### src/common/gpb_consts.vh
`ifndef GPB_CONSTS_VH
`define GPB_CONSTS_VH

// register addresses (9-bit space)
`define GPB_ADDR_PORT       9'h006
`define GPB_ADDR_PORT_ALT   9'h106
`define GPB_ADDR_OPTION     9'h081
`define GPB_ADDR_OPTION_ALT 9'h181
`define GPB_ADDR_DIR        9'h086
`define GPB_ADDR_DIR_ALT    9'h186
`define GPB_ADDR_PULLUP     9'h095
`define GPB_ADDR_IOC_SEL    9'h096
`define GPB_ADDR_ANALOG_SELECT      9'h09D
`define GPB_ADDR_IRQ_CTRL   9'h00B
`define GPB_ADDR_MISC       9'h0A0

// reset values
`define GPB_RST_OPTION      8'hFF
`define GPB_RST_DIR         8'hFF
`define GPB_RST_PULLUP      8'hFF
`define GPB_RST_IOC_SEL     8'hF0
`define GPB_RST_ANALOG_SELECT       8'hFF
`define GPB_RST_IRQ_CTRL    8'h00
`define GPB_RST_MISC        8'h00

// field positions
`define GPB_OPT_PULLUP_OFF_N 7
`define GPB_IRQ_GLOBAL_EN    7
`define GPB_IRQ_CHANGE_EN    3
`define GPB_IRQ_CHANGE_FLAG  0
`define GPB_MISC_T1OSC_EN    0
`define GPB_ANS_PIN0         4
`define GPB_ANS_PIN1         5

`endif

### src/design/gpb_port.v
// The plain strobed port is this design's own decision.
`timescale 1ns/1ps
// What this block does
// (RULE1) eight pins, one direction bit each
// (RULE2) direction one: driver off, pin input
// (RULE3) direction zero: drive output latch value
// (RULE4) pull-up needs own bit and global low
// (RULE5) output pins never get pull-up
// (RULE6) pull-ups off after power-on reset
// (RULE7) pull-up enables at 95h, reset ones
// (RULE8) change selects at 96h, reset F0
// (RULE9) detect only selected input pins
// (RULE10) compare against snapshot from last port read or write
// (RULE11) OR mismatches into change flag bit0
// (RULE12) change event wakes device from sleep
// (RULE13) port access refreshes comparison snapshot
// (RULE14) mismatch keeps setting flag over clear
// (RULE15) irq needs global and change enables
// (RULE16) change enable gates whole detection feature
// (RULE17) software avoids polling during change detection
// (RULE18) pin 0 doubles as analog four, ext irq
// (RULE19) pin 1 doubles as analog five, select
// (RULE20) reset makes pins 0,1 analog, read zero
// (RULE21) port at 06h and 106h, low bits zero
// (RULE22) timer1 oscillator overrides pin 6
// (RULE23) read returns pins, write sets latch
// (RULE24) analog select kills digital input, pull-up
// (RULE25) direction resets to all inputs
`include "gpb_consts.vh"

module gpb_port #(
	parameter WIDTH = 8
) (
	// clock and reset
	input  wire             clk,
	input  wire             srst,
	input  wire             por,
	// register port
	input  wire [8:0]       reg_addr,
	input  wire [7:0]       reg_wdata,
	input  wire             reg_wr,
	input  wire             reg_rd,
	output reg  [7:0]       reg_rdata,
	// pins
	input  wire [WIDTH-1:0] pin_in,
	output reg  [WIDTH-1:0] pin_out,
	output reg  [WIDTH-1:0] pin_oe,
	output reg  [WIDTH-1:0] pin_pullup,
	// shared pin functions
	output reg              ext_irq_in,
	output reg              slave_select_in,
	output reg              analog_in_four_sel,
	output reg              analog_in_five_sel,
	output reg              timer1_osc_enable,
	// interrupt and wake
	output reg              change_irq,
	output reg              wake_req
);

////////////////////////////////////////////////////////////////////////////////
// registers

reg  [7:0]       option_config_reg;
reg  [WIDTH-1:0] pin_direction_reg;
reg  [WIDTH-1:0] pull_up_enables_reg;
reg  [WIDTH-1:0] change_irq_select_reg;
reg  [7:0]       analog_select_reg;
reg  [7:0]       irq_control_reg;
reg  [7:0]       misc_reg;
reg  [WIDTH-1:0] out_latch_reg;
reg  [WIDTH-1:0] snapshot_reg;
wire [WIDTH-1:0] pin_sync;
reg  [WIDTH-1:0] pin_digital;
reg  [WIDTH-1:0] mismatch;
reg  [WIDTH-1:0] pull_next;
reg  [WIDTH-1:0] oe_next;
reg  [7:0]       rdata_next;
reg              change_any;
reg              pull_global_on;

function is_addr;
	input [8:0] a;
	input [8:0] prim;
	input [8:0] alt;
	begin
		is_addr = (a == prim) || (a == alt);
	end
endfunction

// pins whose digital view is removed by analog select
function [WIDTH-1:0] analog_mask;
	input [7:0] ans;
	begin
		analog_mask    = {WIDTH{1'b0}};
		analog_mask[0] = ans[`GPB_ANS_PIN0];
		analog_mask[1] = ans[`GPB_ANS_PIN1];
	end
endfunction

wire port_hit = is_addr(reg_addr, `GPB_ADDR_PORT, `GPB_ADDR_PORT_ALT);
wire opt_hit  = is_addr(reg_addr, `GPB_ADDR_OPTION, `GPB_ADDR_OPTION_ALT);
wire dir_hit  = is_addr(reg_addr, `GPB_ADDR_DIR, `GPB_ADDR_DIR_ALT);
wire pu_hit   = is_addr(reg_addr, `GPB_ADDR_PULLUP, `GPB_ADDR_PULLUP);
wire ioc_hit  = is_addr(reg_addr, `GPB_ADDR_IOC_SEL, `GPB_ADDR_IOC_SEL);
wire ans_hit  = is_addr(reg_addr, `GPB_ADDR_ANALOG_SELECT, `GPB_ADDR_ANALOG_SELECT);
wire irq_hit  = is_addr(reg_addr, `GPB_ADDR_IRQ_CTRL, `GPB_ADDR_IRQ_CTRL);
wire misc_hit = is_addr(reg_addr, `GPB_ADDR_MISC, `GPB_ADDR_MISC);

////////////////////////////////////////////////////////////////////////////////
// write strobes per register, read strobe for the port only
wire wr_port  = reg_wr && port_hit;
wire rd_port  = reg_rd && port_hit;
wire wr_opt   = reg_wr && opt_hit;
wire wr_dir   = reg_wr && dir_hit;
wire wr_pu    = reg_wr && pu_hit;
wire wr_ioc   = reg_wr && ioc_hit;
wire wr_ans   = reg_wr && ans_hit;
wire wr_irq   = reg_wr && irq_hit;
wire wr_misc  = reg_wr && misc_hit;

////////////////////////////////////////////////////////////////////////////////
// interrupt control fields
wire change_en   = irq_control_reg[`GPB_IRQ_CHANGE_EN];
wire change_flag = irq_control_reg[`GPB_IRQ_CHANGE_FLAG];
wire global_en   = irq_control_reg[`GPB_IRQ_GLOBAL_EN];

////////////////////////////////////////////////////////////////////////////////
// pin input path

gpb_sync3 #(
	.WIDTH (WIDTH)
) u_sync (
	.clk  (clk),
	.srst (srst),
	.din  (pin_in),
	.dout (pin_sync)
);

always @* begin
	// (RULE24) analog pins read zero
	// (RULE20) reset leaves pins 0,1 reading zero
	pin_digital = pin_sync & ~analog_mask(analog_select_reg);
end

////////////////////////////////////////////////////////////////////////////////
// change detection

always @* begin
	// (RULE9) selected inputs only
	// (RULE10) compare against snapshot
	// (RULE16) feature gated by enable
	mismatch = (pin_digital ^ snapshot_reg) & change_irq_select_reg
		& pin_direction_reg & {WIDTH{irq_control_reg[`GPB_IRQ_CHANGE_EN]}};
	// (RULE11) OR of all mismatches
	change_any = |mismatch;
end

////////////////////////////////////////////////////////////////////////////////
// configuration registers

always @(posedge clk) begin
	if (srst) begin
		// (RULE25) all pins start as inputs
		pin_direction_reg     <= `GPB_RST_DIR;
		// (RULE6) global pull-up off at reset
		option_config_reg     <= `GPB_RST_OPTION;
		// (RULE7) enables reset to ones
		pull_up_enables_reg   <= `GPB_RST_PULLUP;
		// (RULE8) upper four selected
		change_irq_select_reg <= `GPB_RST_IOC_SEL;
		// (RULE20) pins 0,1 analog after reset
		analog_select_reg     <= `GPB_RST_ANALOG_SELECT;
		misc_reg              <= `GPB_RST_MISC;
	end else begin
		if (wr_opt)
			option_config_reg <= reg_wdata;
		if (wr_dir)
			pin_direction_reg <= reg_wdata[WIDTH-1:0];
		if (wr_pu)
			pull_up_enables_reg <= reg_wdata[WIDTH-1:0];
		if (wr_ioc)
			change_irq_select_reg <= reg_wdata[WIDTH-1:0];
		if (wr_ans)
			analog_select_reg <= reg_wdata;
		if (wr_misc)
			misc_reg <= reg_wdata;
	end
end

////////////////////////////////////////////////////////////////////////////////
// output data latch

always @(posedge clk) begin
	if (srst) begin
		// (RULE21) latch kept except on power-on
		if (por)
			out_latch_reg <= {WIDTH{1'b0}};
	end else if (wr_port) begin
		// (RULE23) write only updates latch
		out_latch_reg <= reg_wdata[WIDTH-1:0];
	end
end

////////////////////////////////////////////////////////////////////////////////
// comparison snapshot

always @(posedge clk) begin
	if (srst) begin
		snapshot_reg <= {WIDTH{1'b0}};
	end else if (wr_port || rd_port) begin
		// (RULE13) any port access refreshes snapshot
		// (RULE10) snapshot feeds the comparison
		snapshot_reg <= pin_digital;
	end
end

////////////////////////////////////////////////////////////////////////////////
// interrupt control

always @(posedge clk) begin
	if (srst) begin
		irq_control_reg <= `GPB_RST_IRQ_CTRL;
	end else begin
		if (wr_irq)
			irq_control_reg <= reg_wdata;
		// (RULE14) mismatch sets flag, wins over clear
		if (change_any)
			irq_control_reg[`GPB_IRQ_CHANGE_FLAG] <= 1'b1;
	end
end

////////////////////////////////////////////////////////////////////////////////
// pin drive and pull-ups

always @* begin
	// (RULE1) one direction bit per pin
	// (RULE2) direction one releases driver
	// (RULE3) direction zero drives latch
	oe_next = ~pin_direction_reg;
	// (RULE22) timer1 oscillator takes pin 6
	if (misc_reg[`GPB_MISC_T1OSC_EN])
		oe_next[6] = 1'b0;
end

always @* begin
	pull_global_on = ~option_config_reg[`GPB_OPT_PULLUP_OFF_N];
	// (RULE4) own bit plus global enable
	// (RULE5) no pull-up on outputs
	pull_next = pull_up_enables_reg & pin_direction_reg & {WIDTH{pull_global_on}};
	// (RULE24) analog pins lose pull-up
	if (analog_select_reg[`GPB_ANS_PIN0])
		pull_next[0] = 1'b0;
	if (analog_select_reg[`GPB_ANS_PIN1])
		pull_next[1] = 1'b0;
	if (misc_reg[`GPB_MISC_T1OSC_EN])
		pull_next[6] = 1'b0;
end

////////////////////////////////////////////////////////////////////////////////
// read mux

always @* begin
	rdata_next = 8'h00;
	if (port_hit)
		// (RULE23) read returns pin states
		rdata_next = pin_digital;
	else if (opt_hit)
		rdata_next = option_config_reg;
	else if (dir_hit)
		rdata_next = pin_direction_reg;
	else if (pu_hit)
		rdata_next = pull_up_enables_reg;
	else if (ioc_hit)
		rdata_next = change_irq_select_reg;
	else if (ans_hit)
		rdata_next = analog_select_reg;
	else if (irq_hit)
		rdata_next = irq_control_reg;
	else if (misc_hit)
		rdata_next = misc_reg;
end

////////////////////////////////////////////////////////////////////////////////
// register read data

always @(posedge clk) begin
	if (srst) begin
		reg_rdata <= 8'h00;
	end else begin
		// (RULE23) data stands one cycle only
		reg_rdata <= reg_rd ? rdata_next : 8'h00;
	end
end

////////////////////////////////////////////////////////////////////////////////
// pin outputs

always @(posedge clk) begin
	if (srst) begin
		pin_out    <= {WIDTH{1'b0}};
		pin_oe     <= {WIDTH{1'b0}};
		pin_pullup <= {WIDTH{1'b0}};
	end else begin
		pin_out    <= out_latch_reg & oe_next;
		pin_oe     <= oe_next;
		pin_pullup <= pull_next;
	end
end

////////////////////////////////////////////////////////////////////////////////
// shared pin functions

always @(posedge clk) begin
	if (srst) begin
		ext_irq_in         <= 1'b0;
		slave_select_in    <= 1'b0;
		analog_in_four_sel <= 1'b1;
		analog_in_five_sel <= 1'b1;
		timer1_osc_enable  <= 1'b0;
	end else begin
		// (RULE18) pin 0 analog four and ext irq
		analog_in_four_sel <= analog_select_reg[`GPB_ANS_PIN0];
		ext_irq_in         <= pin_digital[0];
		// (RULE19) pin 1 analog five and select
		analog_in_five_sel <= analog_select_reg[`GPB_ANS_PIN1];
		slave_select_in    <= pin_digital[1];
		timer1_osc_enable  <= misc_reg[`GPB_MISC_T1OSC_EN];
	end
end

////////////////////////////////////////////////////////////////////////////////
// interrupt and wake outputs

always @(posedge clk) begin
	if (srst) begin
		change_irq <= 1'b0;
		wake_req   <= 1'b0;
	end else begin
		// (RULE15) both enables gate the irq
		change_irq <= global_en & change_en & change_flag;
		// (RULE12) flag wakes from sleep
		wake_req   <= change_en & change_flag;
	end
end

endmodule

### src/design/gpb_sync3.v
`timescale 1ns/1ps
// three-stage synchroniser; output moves once stages two and three agree
module gpb_sync3 #(
	parameter WIDTH = 8
) (
	// clock and reset
	input  wire             clk,
	input  wire             srst,
	// data
	input  wire [WIDTH-1:0] din,
	output reg  [WIDTH-1:0] dout
);

reg [WIDTH-1:0] s1_reg;
reg [WIDTH-1:0] s2_reg;
reg [WIDTH-1:0] s3_reg;
integer i;

always @(posedge clk) begin
	if (srst) begin
		s1_reg <= {WIDTH{1'b0}};
		s2_reg <= {WIDTH{1'b0}};
		s3_reg <= {WIDTH{1'b0}};
		dout   <= {WIDTH{1'b0}};
	end else begin
		s1_reg <= din;
		s2_reg <= s1_reg;
		s3_reg <= s2_reg;
		for (i = 0; i < WIDTH; i = i + 1) begin
			if (s2_reg[i] == s3_reg[i]) begin
				dout[i] <= s3_reg[i];
			end
		end
	end
end

endmodule

### config.mk
export PLATFORM = sky130hd
export DESIGN_NAME = gpb_port
export DESIGN_NICKNAME = d
export VERILOG_FILES = /design/src/design/gpb_port.v /design/src/design/gpb_sync3.v
export VERILOG_INCLUDE_DIRS = /design/src /design/src/common
export SDC_FILE = /design/constraint.sdc
export NUM_CORES = 1
export LEC_CHECK = 0
export BUFFER_PORTS_ARGS = -buffer_cell sky130_fd_sc_hd__buf_4
export CAP_MARGIN = 30
export CORE_AREA = 2 2 146 105
export DETAILED_ROUTE_END_ITERATION = 10
export DIE_AREA = 0 0 148 107
export HOLD_SLACK_MARGIN = 0.1
export SYNTH_ARGS = -nofsm -noshare
export SYNTH_HDL_FRONTEND = slang
export SYNTH_SLANG_ARGS = --single-unit
### constraint.sdc
create_clock -name clk -period 4 [get_ports clk]
set_input_delay 1 -clock clk [delete_from_list [all_inputs] [get_ports clk]]
set_output_delay 1 -clock clk [all_outputs]
set_load 0.01 [all_outputs]
==> impl_metrics.py <==
metrics = {
    "status": {
        "run_status": "finished clean",
    },
    "synthesis": {
        "syn-cell-area_um2": 5670,
        "synthCells": 588,
        "ys_seq_elements": 143,
        "synthSimpleGateAreaFrac": 0.240,
        "synth_cell_type_count": 55,
        "postSynthAreaPerCell_um2": 9.64,
        "yosys.area_share.xor_xnor": 0.0124,
        "ys.flop_type": "sky130_fd_sc_hd__dfxtp_1",
        "async_reset_ff_frac": 0,
        "ys_seq_area_frac": 0.519,
        "synthesis.nets": 618,
        "ys.warnings.count": 0,
        "fraction_of_the_mapped_netlist_area_in_compound_gates": 0.144,
        "synth_fa_ha_area_frac": 0,
        "synth_top_family_by_area": "simple AND/OR/NAND/NOR gates",
        "yosys-mux-area-fraction": 0.0353,
        "synth_edf_count": 8,
    },
    "cts": {
        "post_cts_resize_count": 0,
        "cts_tree": "built",
        "cts-hold-fix-buffers": 0,
        "clk_path_buf_depth": 2,
        "numCtsBuffers": 17,
        "clkTransAtPathRegs_ns": 0.06,
        "clock_sinks": 143,
        "clock-root-buffer": "sky130_fd_sc_hd__clkbuf_16",
        "cts_post_setup_buffers_inserted": 0,
        "worstSkewPairLatency_ns": 0.42,
        "htree_num_levels": 4,
    },
    "place": {
        "port_buffers": 68,
        "globalplace.congestion": 0.935,
        "dp_hpwl_um": 11100,
        "place_area_um2": 6260,
    },
    "detailed_routing": {
        "drt_wl_total_um": 15600,
        "drt-vias-per-instance": 5.41,
        "dr_drc_count": 0,
        "number_of_vias_in_the_routed_layout": 4595,
        "antenna_violating_nets_post_route": 0,
        "wl_per_cell_um": 18.4,
        "drt_first_iter_violations": 402,
        "drtPass1Iterations": 5,
    },
    "pwr": {
        "swShare": 0.228,
        "leakage_nw": 2.71,
        "switchingPower_mw": 0.718,
        "pwr-share-clk": 0.496,
        "cell_internal_pwr_mw": 2.43,
        "power.combinational.fraction": 0.040,
        "fin_total_pwr_mw": 3.15,
        "sequentialPowerShare": 0.464,
        "power.density_nw_per_um2": 460,
        "vdd.ir_drop.worst_uv": 236,
    },
    "setup_path": {
        "critical_path.max_stage_delay_ns": 0.48,
        "worst-r2r-setup-slack_ns": 2.22,
        "r2r-start": "change_irq_select_reg[7]",
        "cp_cell_sequence": "buf_4 -> nor4_4 -> nand2_1 -> nor2_4 -> mux2i_1 -> nor2_1",
        "rr_worst_depth": 5,
        "slowest_stage": "sky130_fd_sc_hd__nor4_4",
        "cp.arrival_ns": 2.90,
        "worst-setup-path-type": "in -> reg",
        "maximum_fanout_encountered_on_the_critical_timing_path": 17,
        "worst_r2r_endpoint": "reg_rdata[7]",
        "critPathRequiredTime_ns": 4.27,
        "cp-end-kind": "flop",
        "worst_setup_path_start_kind": "input port",
    },
    "layout": {
        "flow.area_growth_from_synthesis_pct": 20.7,
        "antenna_cells": 0,
        "final_design_area_no_fill_um2": 6840,
        "finalCoreUtilization": 0.474,
        "fillers": 1427,
        "drive_above_1_share": 0.183,
        "multiInputGateArea_um2": 2450,
        "num-nets-final": 673,
        "sequential_standard_cell_area_um2": 2940,
    },
    "timing": {
        "setup_total_negative_slack_ns": 0,
        "fmax_mhz": 381,
        "max_slew_margin": 0.522,
        "clock_skew_ns": 0.00547,
        "fin_crit_sh": 0.656,
        "hold-worst-slack_ns": 0.435,
        "setup_repair_after_global_routing_missed_its_margin": "false",
        "setup_violations": 0,
        "final-max-slew-violation-count": 0,
        "finalHoldViolations": 0,
        "worst_max_slew_pin_slew_ns": 0.716,
        "period_needed_ns": 2.62,
    },
    "global_route": {
        "antenna_violations_before_repair": 0,
        "grt_pass1_vias": 4348,
        "wire_length_of_the_first_global_routing_pass_um": 24100,
        "grt_start_max_net_pins": 69,
        "overflow": 0,
        "groute.usage.overall": 0.200,
    },
    "job": {
        "drv_cap": 0,
    },
    "floorplan": {
        "coreArea_um2": 14400,
        "die_h_um": 107,
        "fp-row-count": 37,
        "die_w_um": 148,
        "boundaryPins": 69,
        "floorplan.initialDensity": 0.392,
        "floorplan.die_area_um2": 15800,
    },
    "worst_hold_path": {
        "holdPathStages": 1,
        "timing.hold.worst_endpoint": "u_sync.s2_reg[7]",
        "hp-class": "reg -> reg",
        "timing.hold.worst.start": "u_sync.s1_reg[7]",
    },
}
==> metrics by stage <==
step	instances	setup slack, ns
finish	850	1.38
global route	850	1.29
CTS	850	1.40
detailed placement	819	0.949
global placement	819	1.07
floorplan	588	1.29
==> per-layer routing <==
metal	up-vias	GRT usage	routed length, µm
met5	-	0	0
met4	0	0.0694	195
met3	20	0.0506	1160
met2	179	0.284	6580
met1	2218	0.293	7670
li1	2178	-	-
==> how the worst max path moves through the flow <==
| stage | from | end | depth (start not counted) |
|---|---|---|---|
| 6_report | reg_addr[5] | snapshot_reg[1] | 6 |
| 3_5_place_dp | reg_addr[5] | snapshot_reg[1] | 6 |
| 4_1_cts | reg_addr[5] | snapshot_reg[1] | 6 |
| 2_1_floorplan | reg_addr[3] | out_latch_reg[0] | 4 |
| 5_1_grt | reg_addr[5] | snapshot_reg[1] | 6 |
| 3_3_place_gp | reg_addr[5] | snapshot_reg[3] | 6 |
==> synth_stat cells, drive strengths merged, types with 2 or more instances <==
cell type / n / share of area
a211o: 28 / 0.043
a21oi: 17 / 0.015
a221o: 2 / 0.0035
a22o: 8 / 0.012
a22oi: 2 / 0.0026
a31oi: 8 / 0.0088
a32oi: 6 / 0.0093
and2: 12 / 0.014
and3: 16 / 0.018
and4b: 2 / 0.0035
buf: 19 / 0.024
clkbuf: 18 / 0.012
dfxtp: 135 / 0.48
edfxtp: 8 / 0.042
inv: 19 / 0.013
mux2i: 20 / 0.035
nand2: 60 / 0.043
nand3: 10 / 0.012
nand3b: 8 / 0.011
nand4: 14 / 0.015
nand4bb: 2 / 0.0040
nor2: 61 / 0.042
nor2b: 29 / 0.032
nor3: 5 / 0.0064
nor3b: 9 / 0.014
nor4: 3 / 0.0086
o21ai: 39 / 0.034
o41ai: 8 / 0.012
or2: 3 / 0.0038
xor2: 7 / 0.011
==> power groups by stage <==
stage,clock [mW],sequential (mW),combinational (mW)
CTS,1.59,1.46,0.126
detailed placement,0,1.49,0.125
floorplan,0,1.49,0.0682
global route,1.66,1.46,0.136
global placement,0,1.49,0.123
finish,1.56,1.46,0.127
==> worst max-delay path: cells and delay by family <==
family	cells	cell delay (ns)
buffers and inverters	1	0.18
muxes	1	0.26
and+or+nand+nor	4	1.44
==> kinds of logic (layout without fill, tap and decap cells) <==
logic type / count (synthesis) / count (layout)
AOI/OAI and AO/OA: 120 / 120
xor gates and xnor gates: 8 / 8
DFF: 143 / 143
buffers and inverters: 56 / 123
muxes: 20 / 20
and+or+nand+nor: 241 / 241
==> placed cells by master (no fill, tap or decap), types with 2 or more instances in the layout <==
cell | netlist | final
sky130_fd_sc_hd__edfxtp_1 | 8 | 8
sky130_fd_sc_hd__o21ai_0 | 39 | 39
sky130_fd_sc_hd__nand4_1 | 14 | 14
sky130_fd_sc_hd__mux2i_1 | 20 | 20
sky130_fd_sc_hd__a21oi_1 | 17 | 17
sky130_fd_sc_hd__nor2b_1 | 29 | 29
sky130_fd_sc_hd__nand4bb_1 | 2 | 2
sky130_fd_sc_hd__nand3b_1 | 8 | 8
sky130_fd_sc_hd__nor3b_1 | 8 | 8
sky130_fd_sc_hd__and3_1 | 15 | 15
sky130_fd_sc_hd__nor2_1 | 60 | 60
sky130_fd_sc_hd__nor4_4 | 2 | 2
sky130_fd_sc_hd__nand3_1 | 8 | 8
sky130_fd_sc_hd__a221o_1 | 2 | 2
sky130_fd_sc_hd__clkinv_4 | 0 | 2
sky130_fd_sc_hd__a211o_1 | 28 | 28
sky130_fd_sc_hd__clkbuf_8 | 0 | 2
sky130_fd_sc_hd__and4b_1 | 2 | 2
sky130_fd_sc_hd__a22o_1 | 8 | 8
sky130_fd_sc_hd__clkbuf_16 | 0 | 18
sky130_fd_sc_hd__or2_2 | 2 | 2
sky130_fd_sc_hd__dfxtp_1 | 135 | 135
sky130_fd_sc_hd__and2_1 | 11 | 11
sky130_fd_sc_hd__clkinvlp_4 | 0 | 2
sky130_fd_sc_hd__inv_6 | 0 | 4
sky130_fd_sc_hd__a22oi_1 | 2 | 2
sky130_fd_sc_hd__buf_4 | 2 | 73
sky130_fd_sc_hd__a32oi_1 | 6 | 6
sky130_fd_sc_hd__nand2_1 | 58 | 58
sky130_fd_sc_hd__o41ai_1 | 8 | 8
sky130_fd_sc_hd__nor3_1 | 4 | 4
sky130_fd_sc_hd__xor2_1 | 7 | 7
sky130_fd_sc_hd__inv_1 | 19 | 19
sky130_fd_sc_hd__a31oi_1 | 8 | 8
==> layout make-up <==
class                      count  share of cell area
timing repair buffer          73              0.0801
clock buffer                  21              0.0704
tap                          195              0.0357
inverter                      19              0.0104
sequential                   143               0.430
clock inverter                10              0.0150
multi-input combinational    389               0.358
Power figures use the tool's default switching activity.
